===== src/common/flic_defines.svh =====
// Purpose: Offsets, field positions, reset values and vectors of the
//          four-level interrupt controller.
// Assumes: Eight-bit special function register space.
// Notes:   Definitions only.
`ifndef FLIC_DEFINES_SVH
`define FLIC_DEFINES_SVH

// ==========================================================================
// Register offsets
// ==========================================================================
`define FLIC_OFS_EN_MAIN 8'hA8
`define FLIC_OFS_HI_MAIN 8'hB7
`define FLIC_OFS_LO_MAIN 8'hB8
`define FLIC_OFS_EN_EXT 8'hE8
`define FLIC_OFS_HI_EXT 8'hF7
`define FLIC_OFS_LO_EXT 8'hF8

// ==========================================================================
// Field positions and masks
// ==========================================================================
`define FLIC_GATE_BIT 7
`define FLIC_MAIN_MASK 8'h7F
`define FLIC_EXT_MASK 8'h0F
`define FLIC_RESET_VAL 8'h00
`define FLIC_NUM_SRC 11
`define FLIC_TOP_LEVEL 2'h3

// ==========================================================================
// Vector addresses
// ==========================================================================
`define FLIC_VEC_EXT0 16'h0003
`define FLIC_VEC_TMR0 16'h000B
`define FLIC_VEC_EXT1 16'h0013
`define FLIC_VEC_TMR1 16'h001B
`define FLIC_VEC_UART 16'h0023
`define FLIC_VEC_TMR2 16'h002B
`define FLIC_VEC_PCA 16'h0033
`define FLIC_VEC_CAN 16'h003B
`define FLIC_VEC_ADC 16'h0043
`define FLIC_VEC_CANOVF 16'h004B
`define FLIC_VEC_SPI 16'h0053

`endif


===== src/common/flic_pkg.sv =====
// Purpose: Types shared by the interrupt controller and its bench.
// Assumes: Nothing beyond the defines header.
// Notes:   Request vector order is the polling order, index 0 first.
package flic_pkg;

  // ========================================================================
  // Request bundle, one bit per source in polling order.
  // ========================================================================
  typedef struct packed {
    logic spi;
    logic canOvf;
    logic adc;
    logic can;
    logic timer2;
    logic uart;
    logic pca;
    logic timer1;
    logic ext1;
    logic timer0;
    logic ext0;
  } flic_req_s;

  // Accept answer toward the core.
  typedef struct packed {
    logic valid;
    logic [1:0] level;
    logic [15:0] vector;
  } flic_ack_s;

  // Nesting tracker states.
  typedef enum logic [1:0] {FLIC_IDLE, FLIC_BUSY} flic_state_e;

endpackage


===== src/rtl/flic_controller.sv =====
// Purpose: Four-level interrupt controller with vector supply to the core.
// Assumes: Sources present level requests synchronous to clock; the core
//          pulses irqTake when it vectors and irqReturn at handler end.
// Notes:   Peripheral flag logic stays in the peripherals.
// How it works
// - Gate bit 7 blocks every request.
// - Per-source enable masks one source.
// - Level is high bit then low bit.
// - Only strictly higher level preempts running handler.
// - Level three handler is never preempted.
// - Higher level wins among simultaneous requests.
// - Equal levels resolved by fixed polling order.
// - Fixed vector address for each source.
// - Shared flags are ORed into one request.
// - Main enable register layout, reset zero.
// - Extended enable holds four enables, reset zero.
// - Main low-level register seven bits, reset zero.
// - Extended low-level register four bits.
// - Bit writes leave neighbouring bits untouched.
// - High level bits in two further registers.
// - ADC request is done flag with enable.
`timescale 1ns/1ps
`default_nettype none
`include "flic_defines.svh"

module flic_controller
(
  input wire logic clock,
  input wire logic reset,
  input wire logic [7:0] regAddr,
  input wire logic [7:0] regWrData,
  input wire logic regWrite,
  input wire logic regRead,
  output logic [7:0] regRdData,
  input wire logic external_request_0,
  input wire logic external_request_1,
  input wire logic timer0_overflow_flag,
  input wire logic timer1_overflow_flag,
  input wire logic timer2_overflow_flag,
  input wire logic pca_counter_overflow,
  input wire logic [4:0] pca_module_flags,
  input wire logic uart_rx_done,
  input wire logic uart_tx_done,
  input wire logic [3:0] canFlags,
  input wire logic can_timer_overflow,
  input wire logic adc_conversion_done,
  input wire logic spiFlag,
  input wire logic irqTake,
  input wire logic irqReturn,
  output var flic_pkg::flic_ack_s irqOut,
  output logic irqLine
);
  import flic_pkg::*;

  // ========================================================================
  // Register file
  // ========================================================================
  // Only the main enable register is a full-byte store, the others hold seven or four
  // bits; single-bit instructions reach us as read-modify-write from the core, so
  // neighbours are preserved.
  logic [7:0] enMain_reg, enMain_next; // Main enable register.
  logic [3:0] enExt_reg, enExt_next; // Extended enable register.
  logic [6:0] loMain_reg, loMain_next; // Main low-level bits.
  logic [3:0] loExt_reg, loExt_next; // Extended low-level bits.
  logic [6:0] hiMain_reg, hiMain_next; // Main high-level bits.
  logic [3:0] hiExt_reg, hiExt_next; // Extended high-level bits.
  logic [7:0] rdData_reg, rdData_next; // Registered read answer.

  // Write decode: only the addressed register changes.
  always_comb
  begin
    enMain_next = enMain_reg;
    enExt_next = enExt_reg;
    loMain_next = loMain_reg;
    loExt_next = loExt_reg;
    hiMain_next = hiMain_reg;
    hiExt_next = hiExt_reg;
    if (regWrite)
    begin
      case (regAddr)
        `FLIC_OFS_EN_MAIN: enMain_next = regWrData;
        `FLIC_OFS_EN_EXT: enExt_next = regWrData[3:0];
        `FLIC_OFS_LO_MAIN: loMain_next = regWrData[6:0];
        `FLIC_OFS_LO_EXT: loExt_next = regWrData[3:0];
        `FLIC_OFS_HI_MAIN: hiMain_next = regWrData[6:0];
        `FLIC_OFS_HI_EXT: hiExt_next = regWrData[3:0];
        default: ; // Unmapped writes are dropped.
      endcase
    end
  end

  // Read decode; reserved bits read zero, which software must not rely on.
  always_comb
  begin
    rdData_next = 8'h00;
    if (regRead)
    begin
      case (regAddr)
        `FLIC_OFS_EN_MAIN: rdData_next = enMain_reg;
        `FLIC_OFS_EN_EXT: rdData_next = {4'h0, enExt_reg};
        `FLIC_OFS_LO_MAIN: rdData_next = {1'b0, loMain_reg};
        `FLIC_OFS_LO_EXT: rdData_next = {4'h0, loExt_reg};
        `FLIC_OFS_HI_MAIN: rdData_next = {1'b0, hiMain_reg};
        `FLIC_OFS_HI_EXT: rdData_next = {4'h0, hiExt_reg};
        default: rdData_next = 8'h00; // Unmapped reads return zero.
      endcase
    end
  end

  // Register storage.
  always_ff @(posedge clock or posedge reset)
  begin
    if (reset)
    begin
      enMain_reg <= `FLIC_RESET_VAL;
      enExt_reg <= 4'h0;
      loMain_reg <= 7'h00;
      loExt_reg <= 4'h0;
      hiMain_reg <= 7'h00;
      hiExt_reg <= 4'h0;
      rdData_reg <= 8'h00;
    end
    else
    begin
      enMain_reg <= enMain_next;
      enExt_reg <= enExt_next;
      loMain_reg <= loMain_next;
      loExt_reg <= loExt_next;
      hiMain_reg <= hiMain_next;
      hiExt_reg <= hiExt_next;
      rdData_reg <= rdData_next;
    end
  end

  assign regRdData = rdData_reg;

  // ========================================================================
  // External pin synchronisers
  // ========================================================================
  // Two flops each; only the second stage is read by logic.
  logic [1:0] extMeta_reg, extSync_reg;

  always_ff @(posedge clock or posedge reset)
  begin
    if (reset)
    begin
      extMeta_reg <= 2'b00;
      extSync_reg <= 2'b00;
    end
    else
    begin
      extMeta_reg <= {external_request_1, external_request_0};
      extSync_reg <= extMeta_reg;
    end
  end

  // ========================================================================
  // Request gathering, enables and levels
  // ========================================================================
  flic_req_s rawReq; // Source requests in polling order.
  flic_req_s enBits; // Matching enable bits.
  logic [10:0] liveReq; // Enabled requests past the gate.
  logic [1:0] srcLevel [0:10]; // Level of each source.
  logic [15:0] srcVector [0:10]; // Vector of each source.

  always_comb
  begin
    rawReq.ext0 = extSync_reg[0];
    rawReq.timer0 = timer0_overflow_flag;
    rawReq.ext1 = extSync_reg[1];
    rawReq.timer1 = timer1_overflow_flag;
    rawReq.pca = pca_counter_overflow | (|pca_module_flags);
    rawReq.uart = uart_rx_done | uart_tx_done;
    rawReq.timer2 = timer2_overflow_flag;
    rawReq.can = |canFlags;
    rawReq.adc = adc_conversion_done;
    rawReq.canOvf = can_timer_overflow;
    rawReq.spi = spiFlag;
    enBits.ext0 = enMain_reg[0];
    enBits.timer0 = enMain_reg[1];
    enBits.ext1 = enMain_reg[2];
    enBits.timer1 = enMain_reg[3];
    enBits.uart = enMain_reg[4];
    enBits.timer2 = enMain_reg[5];
    enBits.pca = enMain_reg[6];
    enBits.can = enExt_reg[0];
    enBits.adc = enExt_reg[1];
    enBits.canOvf = enExt_reg[2];
    enBits.spi = enExt_reg[3];
    liveReq = rawReq & enBits & {11{enMain_reg[`FLIC_GATE_BIT]}};
    // Polling slot to register bit mapping; level = {high, low}.
    srcLevel[0] = {hiMain_reg[0], loMain_reg[0]};
    srcLevel[1] = {hiMain_reg[1], loMain_reg[1]};
    srcLevel[2] = {hiMain_reg[2], loMain_reg[2]};
    srcLevel[3] = {hiMain_reg[3], loMain_reg[3]};
    srcLevel[4] = {hiMain_reg[6], loMain_reg[6]};
    srcLevel[5] = {hiMain_reg[4], loMain_reg[4]};
    srcLevel[6] = {hiMain_reg[5], loMain_reg[5]};
    srcLevel[7] = {hiExt_reg[0], loExt_reg[0]};
    srcLevel[8] = {hiExt_reg[1], loExt_reg[1]};
    srcLevel[9] = {hiExt_reg[2], loExt_reg[2]};
    srcLevel[10] = {hiExt_reg[3], loExt_reg[3]};
    srcVector[0] = `FLIC_VEC_EXT0;
    srcVector[1] = `FLIC_VEC_TMR0;
    srcVector[2] = `FLIC_VEC_EXT1;
    srcVector[3] = `FLIC_VEC_TMR1;
    srcVector[4] = `FLIC_VEC_PCA;
    srcVector[5] = `FLIC_VEC_UART;
    srcVector[6] = `FLIC_VEC_TMR2;
    srcVector[7] = `FLIC_VEC_CAN;
    srcVector[8] = `FLIC_VEC_ADC;
    srcVector[9] = `FLIC_VEC_CANOVF;
    srcVector[10] = `FLIC_VEC_SPI;
  end

  // ========================================================================
  // Arbitration
  // ========================================================================
  // Scanning from the last slot down, a candidate replaces the best only
  // when its level is at least as high, so the lowest slot wins ties.
  logic winValid; // Some enabled request exists.
  logic [1:0] winLevel; // Level of the winner.
  logic [15:0] winVector; // Vector of the winner.

  always_comb
  begin
    winValid = 1'b0;
    winLevel = 2'b00;
    winVector = 16'h0000;
    for (int i = `FLIC_NUM_SRC - 1; i >= 0; i--)
    begin
      if (liveReq[i] && (!winValid || srcLevel[i] >= winLevel))
      begin
        winValid = 1'b1;
        winLevel = srcLevel[i];
        winVector = srcVector[i];
      end
    end
  end

  // ========================================================================
  // In-service tracking
  // ========================================================================
  // One bit per level; the highest set bit is the running level. A bit
  // stack keeps nesting exact without storing a history of vectors.
  logic [3:0] inSvc_reg, inSvc_next; // Levels currently in service.
  flic_state_e state_reg, state_next; // Any handler running.
  logic canPreempt; // Winner outranks the running handler.
  logic [3:0] topMask; // Highest in-service bit only.

  always_comb
  begin
    topMask = 4'h0;
    for (int l = 0; l < 4; l++)
    begin
      if (inSvc_reg[l])
      begin
        topMask = 4'h0;
        topMask[l] = 1'b1;
      end
    end
    canPreempt = 1'b1;
    for (int l = 0; l < 4; l++)
    begin
      if (inSvc_reg[l] && (winLevel <= 2'(l)))
      begin
        canPreempt = 1'b0;
      end
    end
    inSvc_next = inSvc_reg;
    if (irqReturn)
    begin
      inSvc_next = inSvc_next & ~topMask;
    end
    if (irqTake && irqOut.valid)
    begin
      inSvc_next[winLevel] = 1'b1;
    end
    state_next = (inSvc_next != 4'h0) ? FLIC_BUSY : FLIC_IDLE;
  end

  always_ff @(posedge clock or posedge reset)
  begin
    if (reset)
    begin
      inSvc_reg <= 4'h0;
      state_reg <= FLIC_IDLE;
    end
    else
    begin
      inSvc_reg <= inSvc_next;
      state_reg <= state_next;
    end
  end

  // Offer toward the core; a level-3 handler blocks all because no level
  // can exceed the top level.
  always_comb
  begin
    case (state_reg)
      FLIC_IDLE: irqOut.valid = winValid;
      FLIC_BUSY: irqOut.valid = winValid && canPreempt;
      default: irqOut.valid = 1'b0;
    endcase
    irqOut.level = winLevel;
    irqOut.vector = winVector;
    irqLine = irqOut.valid;
  end

endmodule // flic_controller
`default_nettype wire


===== config.mk =====
export PLATFORM = sky130hd
export DESIGN_NAME = flic_controller
export DESIGN_NICKNAME = d
export VERILOG_FILES = /design/src/common/flic_pkg.sv /design/src/rtl/flic_controller.sv
export VERILOG_INCLUDE_DIRS = /design/src /design/src/common
export SDC_FILE = /design/constraint.sdc
export NUM_CORES = 1
export LEC_CHECK = 0
export ABC_AREA = 1
export BUFFER_PORTS_ARGS = -buffer_cell sky130_fd_sc_hd__buf_2
export CORE_ASPECT_RATIO = 1.25
export CORE_MARGIN = 8
export CORE_UTILIZATION = 60
export CTS_CLUSTER_SIZE = 24
export DETAILED_ROUTE_END_ITERATION = 12
export GPL_ROUTABILITY_DRIVEN = 1
export GPL_TIMING_DRIVEN = 0
export PLACE_DENSITY = 0.95
export SLEW_MARGIN = 20
export SYNTH_ARGS = -nofsm -noshare
export SYNTH_HDL_FRONTEND = slang
export SYNTH_SLANG_ARGS = --single-unit

===== constraint.sdc =====
create_clock -name clock -period 42.9 [get_ports clock]
set_clock_uncertainty 0.2 [all_clocks]
set_input_delay 8.58 -clock clock [delete_from_list [all_inputs] [get_ports clock]]
set_output_delay 8.58 -clock clock [all_outputs]
set_load 0.005 [all_outputs]

==> results of run 1 <==
==> per-layer routing <==
layer	track usage [%]	up-vias	wire length, µm
met5	0	-	0
met4	12.38	0	401
met3	4.369	36	780
met2	38.61	179	4798
met1	24.24	1542	3292
li1	-	1604	-
==> layout make-up <==
cell class / instances / area, µm² / area share, %
inverters: 73 / 274.0 / 6.842
plain buffers: 16 / 112.6 / 2.812
flip-flops and latches: 51 / 1276 / 31.86
multi-input cells: 318 / 1847 / 46.11
repair buffers: 60 / 315.3 / 7.873
well taps: 66 / 82.58 / 2.062
clock buffers: 5 / 68.82 / 1.718
clock inverters: 3 / 28.78 / 0.7185
==> layout by cell type, fill, tap and decap left out, types with 7 or more instances in the layout <==
cell type / n
inv_1: 64
nand2_2: 18
a21oi_1: 16
nor2_1: 34
buf_2: 59
nand2_1: 84
ha_1: 17
dfrtp_1: 51
conb_1: 10
o21ai_0: 41
o22ai_1: 9
nand3_1: 25
mux2_2: 7
inv_2: 7
buf_4: 12
nand3_2: 16
==> power groups by stage <==
stage / logic [mW] / clock network (mW) / registers [mW]
4_1_cts: 0.0446 / 0.0302 / 0.0562
3_5_place_dp: 0.0443 / 0 / 0.0571
2_1_floorplan: 0.0318 / 0 / 0.0561
3_3_place_gp: 0.0413 / 0 / 0.0568
5_1_grt: 0.0508 / 0.0321 / 0.0568
6_report: 0.0448 / 0.0303 / 0.0563
==> path summary, 6_finish.rpt <==
kind | start | endpoint | slack, ps | depth (start not counted)
setup / recovery | spiFlag | irqOut[18] | 15340 | 76
max in group asynchronous | reset | regRdData[1]$_DFF_PP0_ | 33890 | 3
hold / removal | extMeta_reg[0]$_DFF_PP0_ | extSync_reg[0]$_DFF_PP0_ | 160 | 0
min in group asynchronous | reset | enExt_reg[3]$_DFFE_PP0P_ | 8090 | 2
setup reg to reg | enExt_reg[3]$_DFFE_PP0P_ | state_reg[0]$_DFF_PP0_ | 32060 | 77
hold reg to reg | extMeta_reg[0]$_DFF_PP0_ | extSync_reg[0]$_DFF_PP0_ | 160 | 0
==> per-stage QoR <==
stage | setup slack [ps] | utilization, % | power [mW]
6_report | 15340 | 70.24 | 0.1313
5_1_grt | 14380 | 70.24 | 0.1398
4_1_cts | 15410 | 70.24 | 0.1310
3_5_place_dp | 15470 | 68.53 | 0.1015
3_3_place_gp | 15900 | 68.18 | 0.09813
2_1_floorplan | 16770 | - | 0.08792
==> synthesized netlist by cell type, drive strengths merged <==
cell and n:
nand2 107, inv 71, dfrtp 51, o21ai 47, nand3 42, nor2 34
ha 17, a21oi 16, buf 13, o22ai 9, mux2 7, nand3b 6
nand4 6, nor3 5, and2 3, clkbuf 3, nor4 3, a41oi 2
clkinv 2, a221oi 1, a311oi 1, conb 1, nand2b 1, o31ai 1
==> logic make-up (layout without fill, tap and decap cells) <==
kind of cell | after synthesis | after routing | share of synthesized area (%)
AND/OR/NAND/NOR | 207 | 207 | 31.21
AO/OA/AOI/OAI | 77 | 77 | 12.46
adder cells (fa/ha/maj) | 17 | 17 | 6.119
flip-flops | 51 | 51 | 36.72
multiplexers | 7 | 7 | 2.268
other | 1 | 10 | 0.1079
buffers and inverters | 89 | 157 | 11.12
==> summary.txt, run 1 <==
Drt
  • Total Routed Length: 9273 µm
  • DR DRC count: 0
  • Vias per Instance: 5.677
  • Initial DRC count: 371
  • Final ANT Viol Nets: 0
  • Vias: 3,361
  • DR WL/cell: 15.66 µm
  • DR pass1 iterations: 5

Yosys
  • Mapped cell area: 3476 µm²
  • Distinct cells, synth: 34
  • Yosys warns: 0
  • Number of synthesized register bits: 51
  • Post-synth top area share: 36.72%
  • Post-synth top area cell: dfrtp_1
  • Top post-synthesis cells by area: dfrtp_1 (37%), nand2_1 (9.1%), inv_1 (7.0%), ha_1 (6.1%), o21ai_0 (5.9%)
  • Avg Inst Size Synth: 7.741 µm²
  • Cells after Synth: 449
  • Sequential area share after synthesis: 36.72%

Clocking
  • Clock Root Buffer: clkbuf_8
  • CTS buffer count: 5
  • CTS tree: built
  • Post-CTS setup buffer count: 0
  • CTS max path bufs: 2
  • Clk pin slew, worst setup/hold paths: 100 ps
  • Clk Latency, worst-skew pair: 320 ps
  • H-tree levels: 2
  • Hold Buf Count CTS: 0
  • Clock sink count: 51
  • # resized after CTS: 0

Setup path
  • Worst Setup End Kind: primary output
  • Kind of critical path: input pin to primary output
  • CP Buf/Inv Count: 7
  • Critical Path Max Stage Delay: 300 ps
  • Max FO, Critical Path: 7
  • Startpoint Class: input pin
  • Worst Path Required: 34,120 ps
  • CP top delay family: simple AND/OR/NAND/NOR gates
  • CP arrival: 18,780 ps
  • Slowest-stage cell, CP: ha_1

STA
  • Minimum clock period: 27,560 ps
  • Max Freq: 0.03629 GHz
  • Setup TNS: 0 ps
  • RSZ-0062 raised after global routing: false
  • Worst hold slack: 157.3 ps
  • Rel. slew slack: 64.58%
  • Final Max Tran Viols: 0
  • Period utilisation layout: 64.24%
  • Worst-margin pin slew: 530.5 ps
  • Final setup vio count: 0
  • Endpoints failing hold: 0

Status
  • Status: finished, final reports clean

Floorplanning
  • Die area: 8500 µm²
  • Core box area: 5702 µm²
  • Starting Density: 60.96%
  • Die height: 101.1 µm
  • # rows: 31
  • I/O pin count: 70
  • Die W: 84.08 µm

Placement
  • DP HPWL: 7579 µm
  • I/O Buffers: 59
  • Gpl congestion: 0.9530
  • Area after DPL: 3908 µm²
  • # placed instances: 584

Power
  • Internal cell power: 0.08245 mW
  • Logic pwr share: 34.1%
  • Switching Share: 37.22%
  • Clock share of power: 23.1%
  • Leak pwr: 2.166 nW
  • Sequential fraction of design power: 42.9%
  • VDD IR-drop max: 22.13 µV
  • Power Density: 32.79 nW/µm²
  • Net switching power: 0.04889 mW

Final layout
  • Synth-to-Final Area Change: 15.23%
  • Layout cells sized above 1: 27.38%
  • Final Instance Area: 4005 µm²
  • FILL cells: 426
  • Post-Layout Cell Count: 592
  • Nets@finish: 584
  • Ant. Diodes: 0

GRT
  • GRT Total Usage: 22.04%
  • Antenna violations before repair: 0
  • Vias in the first global route: 3,374
  • First-pass GRT wire length: 15,300 µm
  • Largest net degree at the start of global routing: 29
  • Grt total ovfl: 0

Min path
  • HP Class: flop to flop

Flow run
  • Max Cap Viol: 0
Note: power is estimated with default switching activity, not from simulation.
==> run 2: changes to the inputs <==
ABC_AREA = 0   (was 1)
CORE_UTILIZATION = 56   (was 60)
PLACE_DENSITY = 0.92   (was 0.95)
clock period = 27 ns   (was 42.9 ns; I/O delays follow)
==> run 2 against run 1 <==
Net effect: first-iteration DRC count fell by 13%; final area rose by 2.2%; combinational power fell by 57%; clock power rose by 87%; critical path depth fell by 10; via count fell by 0.71%; critical path type unchanged; largest cell class unchanged.
==> summary.txt, run 2 <==
Setup path
  • Startpoint Class: input pin
  • Worst Setup End Kind: primary output
  • Worst Path Required: 21,400 ps (-12,720 ps)
  • Worst path most repeated cell: ha_1
  • Kind of critical path: input pin to primary output
  • Crit path from: spiFlag
  • Worst Setup EP: irqOut[18]
  • Slowest-stage cell, CP: a21oi_1
  • CP arrival: 20,040 ps (+1260 ps)
  • CP top delay family: compound AO/OA/AOI/OAI gates
  • Crit. path cell count: 66 (-13%)
  • Max FO, Critical Path: 10 (+3)
  • Reg2Reg Depth: 65 (-16%)
  • CP Buf/Inv Count: 8 (+1)
  • Worst r2r dst: inSvc_reg[3]$_DFF_PP0_
  • Flop-to-flop setup slack: 10,850 ps (-21,210 ps)
  • Critical Path Max Stage Delay: 550 ps (+250 ps)
  • Crit Reg-Reg Startpoint: enMain_reg[7]$_DFFE_PP0P_

Yosys
  • Synth cell count leaders: dfrtp_1 (51), mux2_2 (34), nand2_1 (29)
  • Most common cell in the synthesized netlist: dfrtp_1
  • Yosys warns: 0 (unchanged)
  • Post-synth top area share: 36.18% (-0.53 points)
  • Top_reg_cell synth: dfrtp_1
  • Top post-synthesis cells by area: dfrtp_1 (36%), mux2_2 (11%), ha_1 (6.0%), nand2_1 (3.1%), nor2_1 (2.9%)
  • Post-synth ARST share: 100.0% (unchanged)
  • Post-synth top area cell: dfrtp_1
  • Number of flops mapped to enable cells by yosys: 0 (unchanged)
  • Avg Inst Size Synth: 9.381 µm² (+21%)
  • Sequential area share after synthesis: 36.18% (-0.53 points)
  • Number of synthesized register bits: 51 (unchanged)
  • Distinct cells, synth: 67 (+97%)
  • Mapped cell area: 3527 µm² (+1.5%)
  • Cells after Synth: 376 (-16%)

GRT
  • First-pass GRT wire length: 16,170 µm (+5.7%)
  • Largest net degree at the start of global routing: 31 (+6.9%)
  • GRT Total Usage: 21.82% (-0.22 points)
  • Grt total ovfl: 0 (unchanged)
  • Antenna violations before repair: 0 (unchanged)
  • Vias in the first global route: 3,392 (+0.53%)

Power
  • VDD IR-drop max: 31.96 µV (+44%)
  • Power Density: 38.76 nW/µm² (+18%)
  • Leak pwr: 2.017 nW (-6.9%)

Final layout
  • Synth-to-Final Area Change: 16.07%
  • Layout cells sized above 1: 27.94% (+0.56 points)
  • Final core occ: 66.83% (-3.4 points)
  • Nets@finish: 509 (-13%)
  • Footprint of the multi-input gates: 2059 µm² (+12%)
  • Highest-count cells in the layout ignoring fill and taps: buf_2 (57), dfrtp_1 (51), mux2_2 (34)
  • Register area: 1276 µm² (unchanged)
  • FILL cells: 493 (+16%)
  • Ant. Diodes: 0 (unchanged)
  • Most common cell after layout, fill and taps aside: buf_2

Clocking
  • H-tree levels: 2 (unchanged)
  • Clk Latency, worst-skew pair: 300 ps (-20 ps)
  • CTS max path bufs: 2 (unchanged)
  • Clock Root Buffer: clkbuf_8
  • CTS tree: built
  • Clock sink count: 51 (unchanged)
  • CTS buffer count: 5 (unchanged)
  • Clk pin slew, worst setup/hold paths: 100 ps (about the same)
  • Hold Buf Count CTS: 0 (unchanged)
  • Post-CTS setup buffer count: 0 (unchanged)
  • # resized after CTS: 0 (unchanged)

Drt
  • Final ANT Viol Nets: 0 (unchanged)
  • DR pass1 iterations: 5 (unchanged)
  • DR DRC count: 0 (unchanged)
  • Total Routed Length: 9911 µm (+6.9%)
  • Vias per Instance: 6.226 (+9.7%)
  • Vias: 3,337 (-0.71%)
  • DR WL/cell: 18.49 µm (+18%)
  • Initial DRC count: 323 (-13%)

Floorplanning
  • Starting Density: 57.58% (-3.4 points)
  • Die W: 86.99 µm (+3.5%)
  • Die area: 9110 µm² (+7.2%)
  • # rows: 32 (+3.2%)
  • Core box area: 6126 µm² (+7.4%)
  • Die height: 104.7 µm (+3.6%)
  • I/O pin count: 70 (unchanged)

STA
  • Endpoints failing hold: 0 (unchanged)
  • Minimum clock period: 25,640 ps
  • Max Freq: 0.03901 GHz
  • Setup TNS: 0 ps (unchanged)
  • Final setup vio count: 0 (unchanged)
  • Setup WS post-layout: 1363 ps (-13,980 ps)
  • Final Max Tran Viols: 0 (unchanged)
  • Worst-margin pin slew: 965.2 ps (+434.7 ps)
  • RSZ-0062 raised after global routing: false
  • Rel. slew slack: 35.06% (-30 points)
  • Period utilisation layout: 94.95%

Status
  • Status: finished, final reports clean

Placement
  • DP HPWL: 7467 µm (-1.5%)
  • Setup WS pre-CTS: 1967 ps (-13,500 ps)
  • Gpl congestion: 0.9895 (+3.8%)
  • I/O Buffers: 57 (-3.4%)

Min path
  • HP Class: flop to flop

Flow run
  • Max Cap Viol: 0 (unchanged)
run 2: power by group:
| part | total (mW) | switching, mW | internal [mW] |
|---|---|---|---|
| logic | 0.0192 | 0.0104 | 0.00882 |
| clock network | 0.0567 | 0.0262 | 0.0305 |
| registers | 0.0828 | 0.00347 | 0.0793 |
run 2: area by class of cell:
cell class,instances,share of cell area (%)
Clock inverter,2,0.9474
Buffer,23,3.392
Sequential cell,51,31.17
Clock buffer,6,2.017
Timing Repair Buffer,58,7.457
Inverter,23,2.109
Tap cell,85,2.598
Multi-Input combinational cell,288,50.31
run 2: logic make-up (layout without fill, tap and decap cells):
logic type	count (synthesis)	count (layout)	synth area share, %
flip-flops	51	51	36.18
multiplexers	42	42	13.41
other	1	10	0.1063
buffers and inverters	46	112	6.385
AO/OA/AOI/OAI	96	96	19.94
AND/OR/NAND/NOR	123	123	17.95
adder cells (fa/ha/maj)	17	17	6.030
run 2: how the worst min path moves through the flow:
| stage | from | to | slack (ps) | cells after the start |
|---|---|---|---|---|
| floorplan | extMeta_reg[0]$_DFF_PP0_ | extSync_reg[0]$_DFF_PP0_ | 130 | 0 |
| global placement | extMeta_reg[1]$_DFF_PP0_ | extSync_reg[1]$_DFF_PP0_ | 130 | 0 |
| detailed placement | extMeta_reg[0]$_DFF_PP0_ | extSync_reg[0]$_DFF_PP0_ | 130 | 0 |
| CTS | extMeta_reg[0]$_DFF_PP0_ | extSync_reg[0]$_DFF_PP0_ | 150 | 0 |
| global route | extMeta_reg[0]$_DFF_PP0_ | extSync_reg[0]$_DFF_PP0_ | 160 | 0 |
| finish | extMeta_reg[0]$_DFF_PP0_ | extSync_reg[0]$_DFF_PP0_ | 150 | 0 |
run 2: worst register-to-register path, delay by kind of cell, from the launching register on:
| family | cells | cell delay [ps] |
|---|---|---|
| DFF | 1 | 340 |
| AOI/OAI and AO/OA | 25 | 6170 |
| buffers and inverters | 7 | 1660 |
| muxes | 4 | 1410 |
| and+or+nand+nor | 19 | 3590 |
| adders and majority gates | 10 | 2710 |
run 2: routing by layer:
metal  routed length (µm)  GRT usage [%]
met1                 3688          25.61
met2                 4909          36.87
met3                  929          4.310
met4                  383          10.37
met5                    0              0
run 2: through the flow:
| stage | hold slack [ps] | area, µm² | power (mW) | instances |
|---|---|---|---|---|
| after detailed placement | 134.7 | 3973 | 0.1027 | 528 |
| after global placement | 132.6 | 3953 | 0.1012 | 527 |
| after CTS | 153.7 | 4094 | 0.1588 | 536 |
| final | 154.8 | 4094 | 0.1587 | 536 |
| after global routing | 155.3 | 4094 | 0.1641 | 536 |
| after floorplan | 131.2 | 3561 | 0.09429 | 385 |
